[src/verilog/ehist_pkg.sv]
// ehist_pkg: constants and carrier types of the interrupt status and enable block
// assumes one core clock; register offsets are byte offsets in the operational space
package ehist_pkg;
	localparam logic [7:0]  OFS_STATUS    = 8'h24;
	localparam logic [7:0]  OFS_ENABLE    = 8'h28;
	localparam int          FLAG_W        = 6;
	localparam int          BIT_ASYNC     = 5;
	localparam int          BIT_SYSERR    = 4;
	localparam int          BIT_ROLL      = 3;
	localparam int          BIT_PORT      = 2;
	localparam int          BIT_TERR      = 1;
	localparam int          BIT_TDONE     = 0;
	localparam int          IDX_BIT_1024  = 13;
	localparam int          IDX_BIT_512   = 12;
	localparam logic [1:0]  FLS_1024      = 2'h0;
	localparam logic [1:0]  FLS_512       = 2'h1;
	localparam logic [5:0]  ENABLE_RESET  = 6'h00;
	localparam logic [5:0]  STATUS_RESET  = 6'h00;
	localparam logic [5:0]  THRESH_MASK   = 6'h23;

	typedef struct packed {
		logic        wr;
		logic        rd;
		logic [7:0]  addr;
		logic [31:0] wdata;
	} ehist_bus_t;

	typedef struct packed {
		logic        doorbell;
		logic        async_adv;
		logic        parity_err;
		logic        master_abort;
		logic        target_abort;
		logic [1:0]  frame_list_size;
		logic [13:0] frame_index;
		logic        port_chg;
		logic        force_resume;
		logic        d3_to_d0;
		logic        port_chg_or;
		logic        td_retire;
		logic        td_error;
		logic        td_ioc;
		logic        short_pkt;
		logic        threshold;
	} ehist_evt_t;
endpackage : ehist_pkg

[src/verilog/ehist_edge.sv]
// ehist_edge: rising and toggle detector for a group of event levels
// assumes inputs already in the core clock domain
`timescale 1ns/1ns
module ehist_edge #(
	parameter int W = 4
) (
	input  wire logic         clk,
	input  wire logic         nrst,
	input  wire logic [W-1:0] lvl,
	output logic      [W-1:0] rise,
	output logic      [W-1:0] tog
);
	typedef struct packed {
		logic [W-1:0] prev;
	} ehist_edge_st_t;
	ehist_edge_st_t st_r;
	ehist_edge_st_t st_nxt;

	always_comb begin
		st_nxt.prev = lvl;
	end

	always_ff @(posedge clk or negedge nrst) begin
		if (!nrst) begin
			st_r <= '0;
		end else begin
			st_r <= st_nxt;
		end
	end

	assign rise = lvl & ~st_r.prev;
	assign tog  = lvl ^ st_r.prev;
endmodule : ehist_edge

[src/verilog/ehist_top.sv]
// ehist_top: interrupt status and enable registers with interrupt generation
// assumes a register port on the core clock, event inputs on the core clock
`timescale 1ns/1ns
module ehist_top (
	input  wire logic                  CORE_CLK,
	input  wire logic                  NRST,
	input  wire ehist_pkg::ehist_bus_t BUS,
	input  wire ehist_pkg::ehist_evt_t EVT,
	output logic [31:0]                RDATA,
	output logic                       IRQ,
	output logic                       RUN_STOP_CLR,
	output logic [5:0]                 STATUS,
	output logic [5:0]                 ENABLE
);
	typedef struct packed {
		logic        armed;
		logic [5:0]  status;
		logic [5:0]  enable;
		logic [5:0]  pending;
		logic [31:0] rdata;
		logic        irq;
		logic        rs_clr;
		logic        idx_init;
	} ehist_st_t;

	ehist_st_t  st_r;
	ehist_st_t  st_nxt;
	logic [2:0] rise;
	logic [2:0] tog;
	logic [5:0] set_v;
	logic       idx_tog;

	ehist_edge #(.W(3)) u_edge (
		.clk  (CORE_CLK),
		.nrst (NRST),
		.lvl  ({EVT.port_chg | EVT.force_resume,
			EVT.frame_index[ehist_pkg::IDX_BIT_1024],
			EVT.frame_index[ehist_pkg::IDX_BIT_512]}),
		.rise (rise),
		.tog  (tog)
	);

	function automatic logic is_addr(input logic [7:0] a, input logic [7:0] o);
		return a == o;
	endfunction : is_addr

	always_comb begin
		st_nxt = st_r;
		set_v  = 6'h00;
		idx_tog = (EVT.frame_list_size == ehist_pkg::FLS_512) ? tog[0] : tog[1];
		if (EVT.doorbell) begin
			st_nxt.armed = 1'b1;
		end
		if (st_r.armed && EVT.async_adv) begin
			set_v[ehist_pkg::BIT_ASYNC] = 1'b1;
			st_nxt.armed = EVT.doorbell;
		end
		set_v[ehist_pkg::BIT_SYSERR] = EVT.parity_err | EVT.master_abort | EVT.target_abort;
		set_v[ehist_pkg::BIT_ROLL] = idx_tog & st_r.idx_init;
		set_v[ehist_pkg::BIT_PORT] = rise[2] | (EVT.d3_to_d0 & EVT.port_chg_or);
		set_v[ehist_pkg::BIT_TERR] = EVT.td_error;
		set_v[ehist_pkg::BIT_TDONE] = (EVT.td_retire & EVT.td_ioc)
			| (EVT.td_error & EVT.td_ioc)
			| EVT.short_pkt;
		st_nxt.idx_init = 1'b1;
		st_nxt.rs_clr = set_v[ehist_pkg::BIT_SYSERR];
		if (BUS.wr && is_addr(BUS.addr, ehist_pkg::OFS_STATUS)) begin
			st_nxt.status = st_r.status & ~BUS.wdata[5:0];
		end
		if (BUS.wr && is_addr(BUS.addr, ehist_pkg::OFS_ENABLE)) begin
			st_nxt.enable = BUS.wdata[5:0];
		end
		st_nxt.status = st_nxt.status | set_v;
		// threshold sources wait, others pass immediately
		st_nxt.pending = st_r.pending & st_nxt.status;
		if (EVT.threshold) begin
			st_nxt.pending = st_nxt.status & ehist_pkg::THRESH_MASK;
		end
		st_nxt.irq = |(st_nxt.enable & ((st_nxt.status & ~ehist_pkg::THRESH_MASK)
			| (st_nxt.pending & ehist_pkg::THRESH_MASK)));
		st_nxt.rdata = 32'h0000_0000;
		if (BUS.rd && is_addr(BUS.addr, ehist_pkg::OFS_STATUS)) begin
			st_nxt.rdata = {26'h0, st_r.status};
		end else if (BUS.rd && is_addr(BUS.addr, ehist_pkg::OFS_ENABLE)) begin
			st_nxt.rdata = {26'h0, st_r.enable};
		end
	end

	always_ff @(posedge CORE_CLK or negedge NRST) begin
		if (!NRST) begin
			st_r        <= '0;
			st_r.status <= ehist_pkg::STATUS_RESET;
			st_r.enable <= ehist_pkg::ENABLE_RESET;
		end else begin
			st_r <= st_nxt;
		end
	end

	assign RDATA        = st_r.rdata;
	assign IRQ          = st_r.irq;
	assign RUN_STOP_CLR = st_r.rs_clr;
	assign STATUS       = st_r.status;
	assign ENABLE       = st_r.enable;
endmodule : ehist_top

[config.mk]
export PLATFORM = sky130hd
export DESIGN_NAME = ehist_top
export DESIGN_NICKNAME = d
export VERILOG_FILES = /design/src/verilog/ehist_pkg.sv /design/src/verilog/ehist_edge.sv /design/src/verilog/ehist_top.sv
export SDC_FILE = /design/constraint.sdc
export NUM_CORES = 1
export LEC_CHECK = 0
export ABC_AREA = 1
export BUFFER_PORTS_ARGS = -buffer_cell sky130_fd_sc_hd__buf_2
export CORE_AREA = 2 2 65 79
export CTS_CLUSTER_SIZE = 10
export DETAILED_ROUTE_END_ITERATION = 16
export DIE_AREA = 0 0 67 81
export GPL_ROUTABILITY_DRIVEN = 0
export MAX_ROUTING_LAYER = met4
export PLACE_DENSITY_LB_ADDON = 0.3
export SLEW_MARGIN = 30
export SYNTH_ARGS = -nofsm -noshare
export SYNTH_HDL_FRONTEND = slang
export SYNTH_HIERARCHICAL = 1
export SYNTH_SLANG_ARGS = --single-unit
[constraint.sdc]
create_clock -name CORE_CLK -period 1.15 [get_ports CORE_CLK]
set_input_delay 0.23 -clock CORE_CLK [delete_from_list [all_inputs] [get_ports CORE_CLK]]
set_output_delay 0.23 -clock CORE_CLK [all_outputs]
set_load 0.02 [all_outputs]
==> metrics.md, run 1 <==
| Metric | Value |
|---|---|
| Antenna viol nets, final | `0` |
| Arrival @ worst endpoint | `1.35 ns` |
| Initial Utilization | `35.01%` |
| Worst Hold Class | `input pin to flop` |
| Final period utilization | `101.8%` |
| First-pass GRT wire length | `4629 µm` |
| Critical path origin | `u_edge/st_r[1]$_DFF_PN0_` |
| Core region area | `4765 µm²` |
| Clock transition at the registers of the reported paths | `0.10 ns` |
| Initial drt markers | `37` |
| Total Wirelength | `2908 µm` |
| Critical path fanouts, max | `2` |
| Worst skew pair latency | `0.28 ns` |
| Vias | `1182` |
| RSZ-0062 raised after global routing | `yes` |
| Min Tclk post-route | `1.171 ns` |
| Syn-to-layout area delta | `17.85%` |
| Kind of critical path | `flop to flop` |
| Worst Setup EP | `IRQ$_DFF_PN0_` |
| Final count of hold timing violations | `0` |
| Via density | `4.007` |
| Syn_area_per_cell | `8.919 µm²` |
| RR Endpoint | `IRQ$_DFF_PN0_` |
| Post-Synthesis Cell Area | `1668 µm²` |
| Max Clock Skew | `0.006106 ns` |
| DR WL/cell | `9.858 µm` |
| Critical Path Start Type | `flop` |
| Vias in the first global route | `1092` |
| Root Buffer | `clkbuf_8` |
| Clk sink count | `28` |
| Setup-failing EPs final | `1` |
| I/O Buffers | `55` |
| Max Cap Viol | `0` |
| Setup TNS Final | `-0.02083 ns` |
| Antenna violations before repair | `0` |
| Ys Warns | `6` |
| Setup slack at placement | `-0.2179 ns` |
| R2R Setup Slk | `-0.02 ns` |
| Cells along the critical path | `inv_1 > ha_1 > inv_1 > a21oi_2 > o21ai_2 > nand2_1 > nand2_1 > inv_1 > nand2_1` |
| DR pass1 iterations | `4` |
| Hold WS | `0.06302 ns` |
| Nets | `313` |
| Max Slew Vio Count | `0` |
| Mapped Cells | `187` |
| Io pins | `120` |
| GR Util All Layers | `11.73%` |
| Layout cells sized above 1 | `43.83%` |
| Setup WS post-layout | `-0.02083 ns` |
| Worst vdd ir | `0.3859 mV` |
| H-tree depth | `1` |
| Placed cell count | `290` |
| Worst r2r src | `u_edge/st_r[1]$_DFF_PN0_` |
| Outcome | `complete, but fails checks` |
| CTS tree | `built` |
| Die Footprint | `5427 µm²` |
| Cell Pwr Density | `1093 nW/µm²` |
| Chip width | `67 µm` |
| Pin count of the biggest net entering global routing | `29` |
| Crit end category | `flop` |
| CP max stage delay | `0.34 ns` |
| Residual DRC | `0` |
| Leak Pwr | `1.069 nW` |
| Rows | `28` |
| R2R depth | `9` |
| Die height | `81 µm` |
| Pwr Total | `2.149 mW` |
| Post-Layout Cell Count | `295` |
| Critical path's slowest cell | `dfrtp_1` |
| Global route overflow | `0` |
| Clock Tree Buf Depth | `2` |
| Worst EP required | `1.33 ns` |
| N_diodes | `0` |
| CTS Buf Count | `3` |
| DP HPWL | `2342 µm` |
| Failing checks | `setup timing` |
| Fmax | `0.8541 GHz` |
final cells by class:
cell class                      count  area (µm²)
Fill cell                         507        2799
Sequential cell                    28       700.7
Multi-Input combinational cell    114       649.4
Timing Repair Buffer               64       367.9
Inverter                           25       101.3
Tap cell                           60       75.07
Clock buffer                        3       41.29
Clock inverter                      1       30.03
report_power, final:
part           leakage, nW  internal [mW]  switching [mW]
logic                0.710          0.114           0.227
clock network       0.0357          0.467           0.312
registers            0.323           1.01          0.0157
cell usage in the layout (no fill, tap or decap), types with 4 or more instances in the layout:
master,n
buf_2,54
o21ai_2,5
nand3_2,5
nand2_2,9
dfrtp_1,28
nand2_1,27
inv_1,19
conb_1,27
nand3_1,6
o21ai_0,4
buf_4,6
metal layers:
layer | track usage [%] | share of wire, %
met5 | - | 0
met4 | 6.531 | 2.3
met3 | 1.385 | 5.9
met2 | 20.79 | 51
met1 | 12.49 | 40
metrics by stage:
step | util (%) | cell area, µm²
6_report | 41.26 | 1966
3_3_place_gp | 39.10 | 1863
2_1_floorplan | - | 1782
4_1_cts | 41.10 | 1958
5_1_grt | 41.26 | 1966
3_5_place_dp | 39.10 | 1863
state kept, by name, summed over array words and instances, names as in the netlist:
signal        count
ENABLE            6
st_r              5
RDATA             6
STATUS            6
u_edge/st_r       3
IRQ               1
RUN_STOP_CLR      1
worst max-delay path, delay by kind of cell (launching register included):
kind | cells | cell delay, ns
DFF | 1 | 0.34
adders and majority gates | 1 | 0.26
AOI/OAI and AO/OA | 2 | 0.19
and+or+nand+nor | 3 | 0.15
buffers and inverters | 3 | 0.12
what timing repair did:
action | 4_1_cts | 5_1_grt
hold buffers | 1 | 0
pin swaps | 5 | 1
endpoints found under the setup margin | 2 | 2
gates resized for setup | 5 | 2
setup buffers | 0 | 0
hold endpoints to repair | 28 | 0
worst min path at each step:
stage,start,end,slack [ns],cells past startpoint
6_report,EVT[22],u_edge/st_r[1]$_DFF_PN0_,0.06,1
5_1_grt,EVT[22],u_edge/st_r[1]$_DFF_PN0_,0.05,1
4_1_cts,EVT[22],u_edge/st_r[1]$_DFF_PN0_,0.05,1
3_5_place_dp,NRST,RUN_STOP_CLR$_DFF_PN0_,0.26,2
3_3_place_gp,NRST,RUN_STOP_CLR$_DFF_PN0_,0.25,2
2_1_floorplan,NRST,ENABLE[0]$_DFF_PN0_,-0.07,0
Power figures use the tool's default switching activity.
==> run 2, diff against run 1 <==
--- a/config.mk
+++ b/config.mk
@@ -6,14 +6,16 @@
 export NUM_CORES = 1
 export LEC_CHECK = 0
 export ABC_AREA = 1
-export BUFFER_PORTS_ARGS = -buffer_cell sky130_fd_sc_hd__buf_2
-export CORE_AREA = 2 2 65 79
+export BUFFER_PORTS_ARGS = -buffer_cell sky130_fd_sc_hd__clkbuf_2
+export CORE_AREA = 2 2 64 78
+export CTS_BUF_LIST = sky130_fd_sc_hd__clkbuf_4
 export CTS_CLUSTER_SIZE = 10
 export DETAILED_ROUTE_END_ITERATION = 16
-export DIE_AREA = 0 0 67 81
+export DIE_AREA = 0 0 66 80
 export GPL_ROUTABILITY_DRIVEN = 0
 export MAX_ROUTING_LAYER = met4
 export PLACE_DENSITY_LB_ADDON = 0.3
+export REMOVE_ABC_BUFFERS = 1
 export SLEW_MARGIN = 30
 export SYNTH_ARGS = -nofsm -noshare
 export SYNTH_HDL_FRONTEND = slang
==> run 2 against run 1 <==
The flow still finishes with violations (setup timing). Sequential share of layout area decreased by 1.7 points. Global-route usage increased by 1.1 points. Core utilization increased by 4.4 points. Clock skew decreased by 0.0050 ns. Cell count increased by 2.7%. Sequential power about the same.
==> metrics.md, run 2 (synthesis gave the netlist of run 1 again) <==
| Metric | Value |
|---|---|
| Outcome | `complete, but fails checks (unchanged)` |
| Failing checks | `setup timing (unchanged)` |
| R2R Setup Slk | `-0.08 ns (was -0.02 ns)` |
| CTS tree | `built (unchanged)` |
| Final core occ | `45.66% (was 41.26%)` |
| Critical path's slowest cell | `dfrtp_1 (unchanged)` |
| Hold WS | `0.01795 ns (was 0.06302 ns)` |
| Pwr Total | `2.044 mW (was 2.149 mW)` |
| Most frequent cells in the layout | `42 x clkbuf_2, 28 x dfrtp_1, 28 x nand2_1 (was 54 x buf_2, 28 x dfrtp_1, 27 x nand2_1, 27 x conb_1, 19 x inv_1)` |
| Clock transition at the registers of the reported paths | `0.15 ns (was 0.10 ns)` |
| Residual DRC | `0 (unchanged)` |
| Setup WS post-layout | `-0.08425 ns (was -0.02083 ns)` |
| Initial Utilization | `36.84% (was 35.01%)` |
| Vias | `1247 (was 1182)` |
| DR pass1 iterations | `4 (unchanged)` |
| Final count of hold timing violations | `0 (unchanged)` |
| Max Slew Vio Count | `0 (unchanged)` |
| DR WL/cell | `10.34 µm (was 9.858 µm)` |
| Die Footprint | `5280 µm² (was 5427 µm²)` |
| Setup-failing EPs final | `2 (was 1)` |
| Min Tclk post-route | `1.234 ns (was 1.171 ns)` |
| Buf/Inv on CP | `3 (unchanged)` |
| I/O Buffers | `55 (unchanged)` |
| Leak Pwr | `1.138 nW (was 1.069 nW)` |
| Most common cell after layout, fill and taps aside | `clkbuf_2 (was buf_2)` |
| CTS Buf Count | `3 (unchanged)` |
| Worst vdd ir | `0.3778 mV (was 0.3859 mV)` |
| Placed standard-cell area | `1833 µm² (was 1863 µm²)` |
| Max Cap Viol | `0 (unchanged)` |
| Delay-heaviest family, CP | `flip-flops (unchanged)` |
| Setup slack at placement | `-0.2719 ns (was -0.2179 ns)` |
| H-tree depth | `1 (unchanged)` |
| Clk sink count | `28 (unchanged)` |
| Antenna violations before repair | `0 (unchanged)` |
| First-pass GRT wire length | `5133 µm (was 4629 µm)` |
| Post-Layout Cell Count | `303 (was 295)` |
| Worst EP required | `1.43 ns (was 1.33 ns)` |
| Clock Tree Buf Depth | `2 (unchanged)` |
| Crit end category | `flop (unchanged)` |
| Worst Hold Class | `input pin to flop (unchanged)` |
| Placed cell count | `287 (was 290)` |
| Worst skew pair latency | `0.33 ns (was 0.28 ns)` |
| Layout cells sized above 1 | `41.63% (was 43.83%)` |
| Finished Cell Area | `2067 µm² (was 1966 µm²)` |
| Rows | `27 (was 28)` |
| Pin count of the biggest net entering global routing | `17 (was 29)` |
| N_diodes | `0 (unchanged)` |
| Critical Path Start Type | `flop (unchanged)` |
| Arrival @ worst endpoint | `1.52 ns (was 1.35 ns)` |
| Fmax | `0.8102 GHz (was 0.8541 GHz)` |
| Via density | `4.116 (was 4.007)` |
| Final period utilization | `107.3% (was 101.8%)` |
| Cells along the critical path | `inv_1 > ha_1 > inv_1 > a21oi_2 > o21ai_1 > nand2_1 > nand2_1 > inv_1 > nand2_1 (was inv_1 > ha_1 > inv_1 > a21oi_2 > o21ai_2 > nand2_1 > nand2_1 > inv_1 > nand2_1)` |
| Critical path fanouts, max | `2 (unchanged)` |
| Vias in the first global route | `1134 (was 1092)` |
| Cell Pwr Density | `988.8 nW/µm² (was 1093 nW/µm²)` |
| Max Clock Skew | `0.001056 ns (was 0.006106 ns)` |
| Core region area | `4527 µm² (was 4765 µm²)` |
| Global route overflow | `0 (unchanged)` |
| Root Buffer | `clkbuf_4 (was clkbuf_8)` |
| Total Wirelength | `3134 µm (was 2908 µm)` |
| Syn-to-layout area delta | `23.93% (was 17.85%)` |
| Initial drt markers | `32 (was 37)` |
| Chip width | `66 µm (was 67 µm)` |
| Nets | `323 (was 313)` |
| Antenna viol nets, final | `0 (unchanged)` |
| DP HPWL | `2523 µm (was 2342 µm)` |
| RSZ-0062 raised after global routing | `yes (unchanged)` |
| Die height | `80 µm (was 81 µm)` |
| CP max stage delay | `0.37 ns (was 0.34 ns)` |
| GR Util All Layers | `12.88% (was 11.73%)` |
| Kind of critical path | `flop to flop (unchanged)` |
| Io pins | `120 (unchanged)` |
| Setup TNS Final | `-0.1620 ns (was -0.02083 ns)` |
run 2: cell types whose count changed in the layout (fill, tap and decap cells not counted), moves of 2 or more:
cell and change:
clkbuf_4 +3, o21ai_1 +2, buf_4 +9, clkbuf_8 -3, inv_2 -2, inv_1 +5
buf_6 +10, inv_4 -3, o21ai_2 -2, buf_2 -53, clkbuf_2 +42
run 2: final cells by class:
| cell class | instances | area (µm²) |
|---|---|---|
| well taps | 58 | 72.57 |
| clock buffers | 3 | 22.52 |
| fillers | 474 | 2460 |
| repair buffers | 74 | 518.0 |
| inverters | 25 | 93.84 |
| flip-flops and latches | 28 | 700.7 |
| multi-input cells | 114 | 629.4 |
| clock inverters | 1 | 30.03 |
run 2: repair_timing:
action | CTS | global route
endpoints found under the hold margin | 12 | 1
setup endpoints to repair | 12 | 15
buffers inserted | 9 | 1
hold buffers | 1 | 1
pin swaps | 6 | 2
resized for setup | 3 | 37
run 2: report_power, final:
group / switching (mW) / internal (mW) / total (mW)
Combinational: 0.229 / 0.140 / 0.368
Clock: 0.294 / 0.353 / 0.647
Sequential: 0.0139 / 1.01 / 1.03
run 2: worst paths after layout:
check                                    startpoint                       end  cells past startpoint
setup / recovery           u_edge/st_r[1]$_DFF_PN0_             IRQ$_DFF_PN0_                      9
hold / removal                              EVT[21]  u_edge/st_r[0]$_DFF_PN0_                      1
setup reg to reg           u_edge/st_r[1]$_DFF_PN0_             IRQ$_DFF_PN0_                      9
hold reg to reg                st_r[53]$_DFFE_PN0P_      st_r[53]$_DFFE_PN0P_                      1
max in group asynchronous                      NRST        st_r[40]$_DFF_PN0_                      3
min in group asynchronous                      NRST        RDATA[0]$_DFF_PN0_                      2
run 2: per-layer routing:
layer  wire, µm  GRT usage, %  share of wire [%]  up-vias
li1           -             -                  -      623
met1       1177         14.64                 38      559
met2       1645         22.93                 52       60
met3        256         1.410                8.2        5
met4         55         5.102                1.8        0
met5          0             -                  0        -
run 2: worst reg2reg max path: stages, from the launching register on:
cell and delay, ns:
dfrtp_1 0.37, inv_1 0.04, ha_1 0.28, inv_1 0.07, a21oi_2 0.03, o21ai_1 0.17, nand2_1 0.08, nand2_1 0.08
inv_1 0.04, nand2_1 0.05
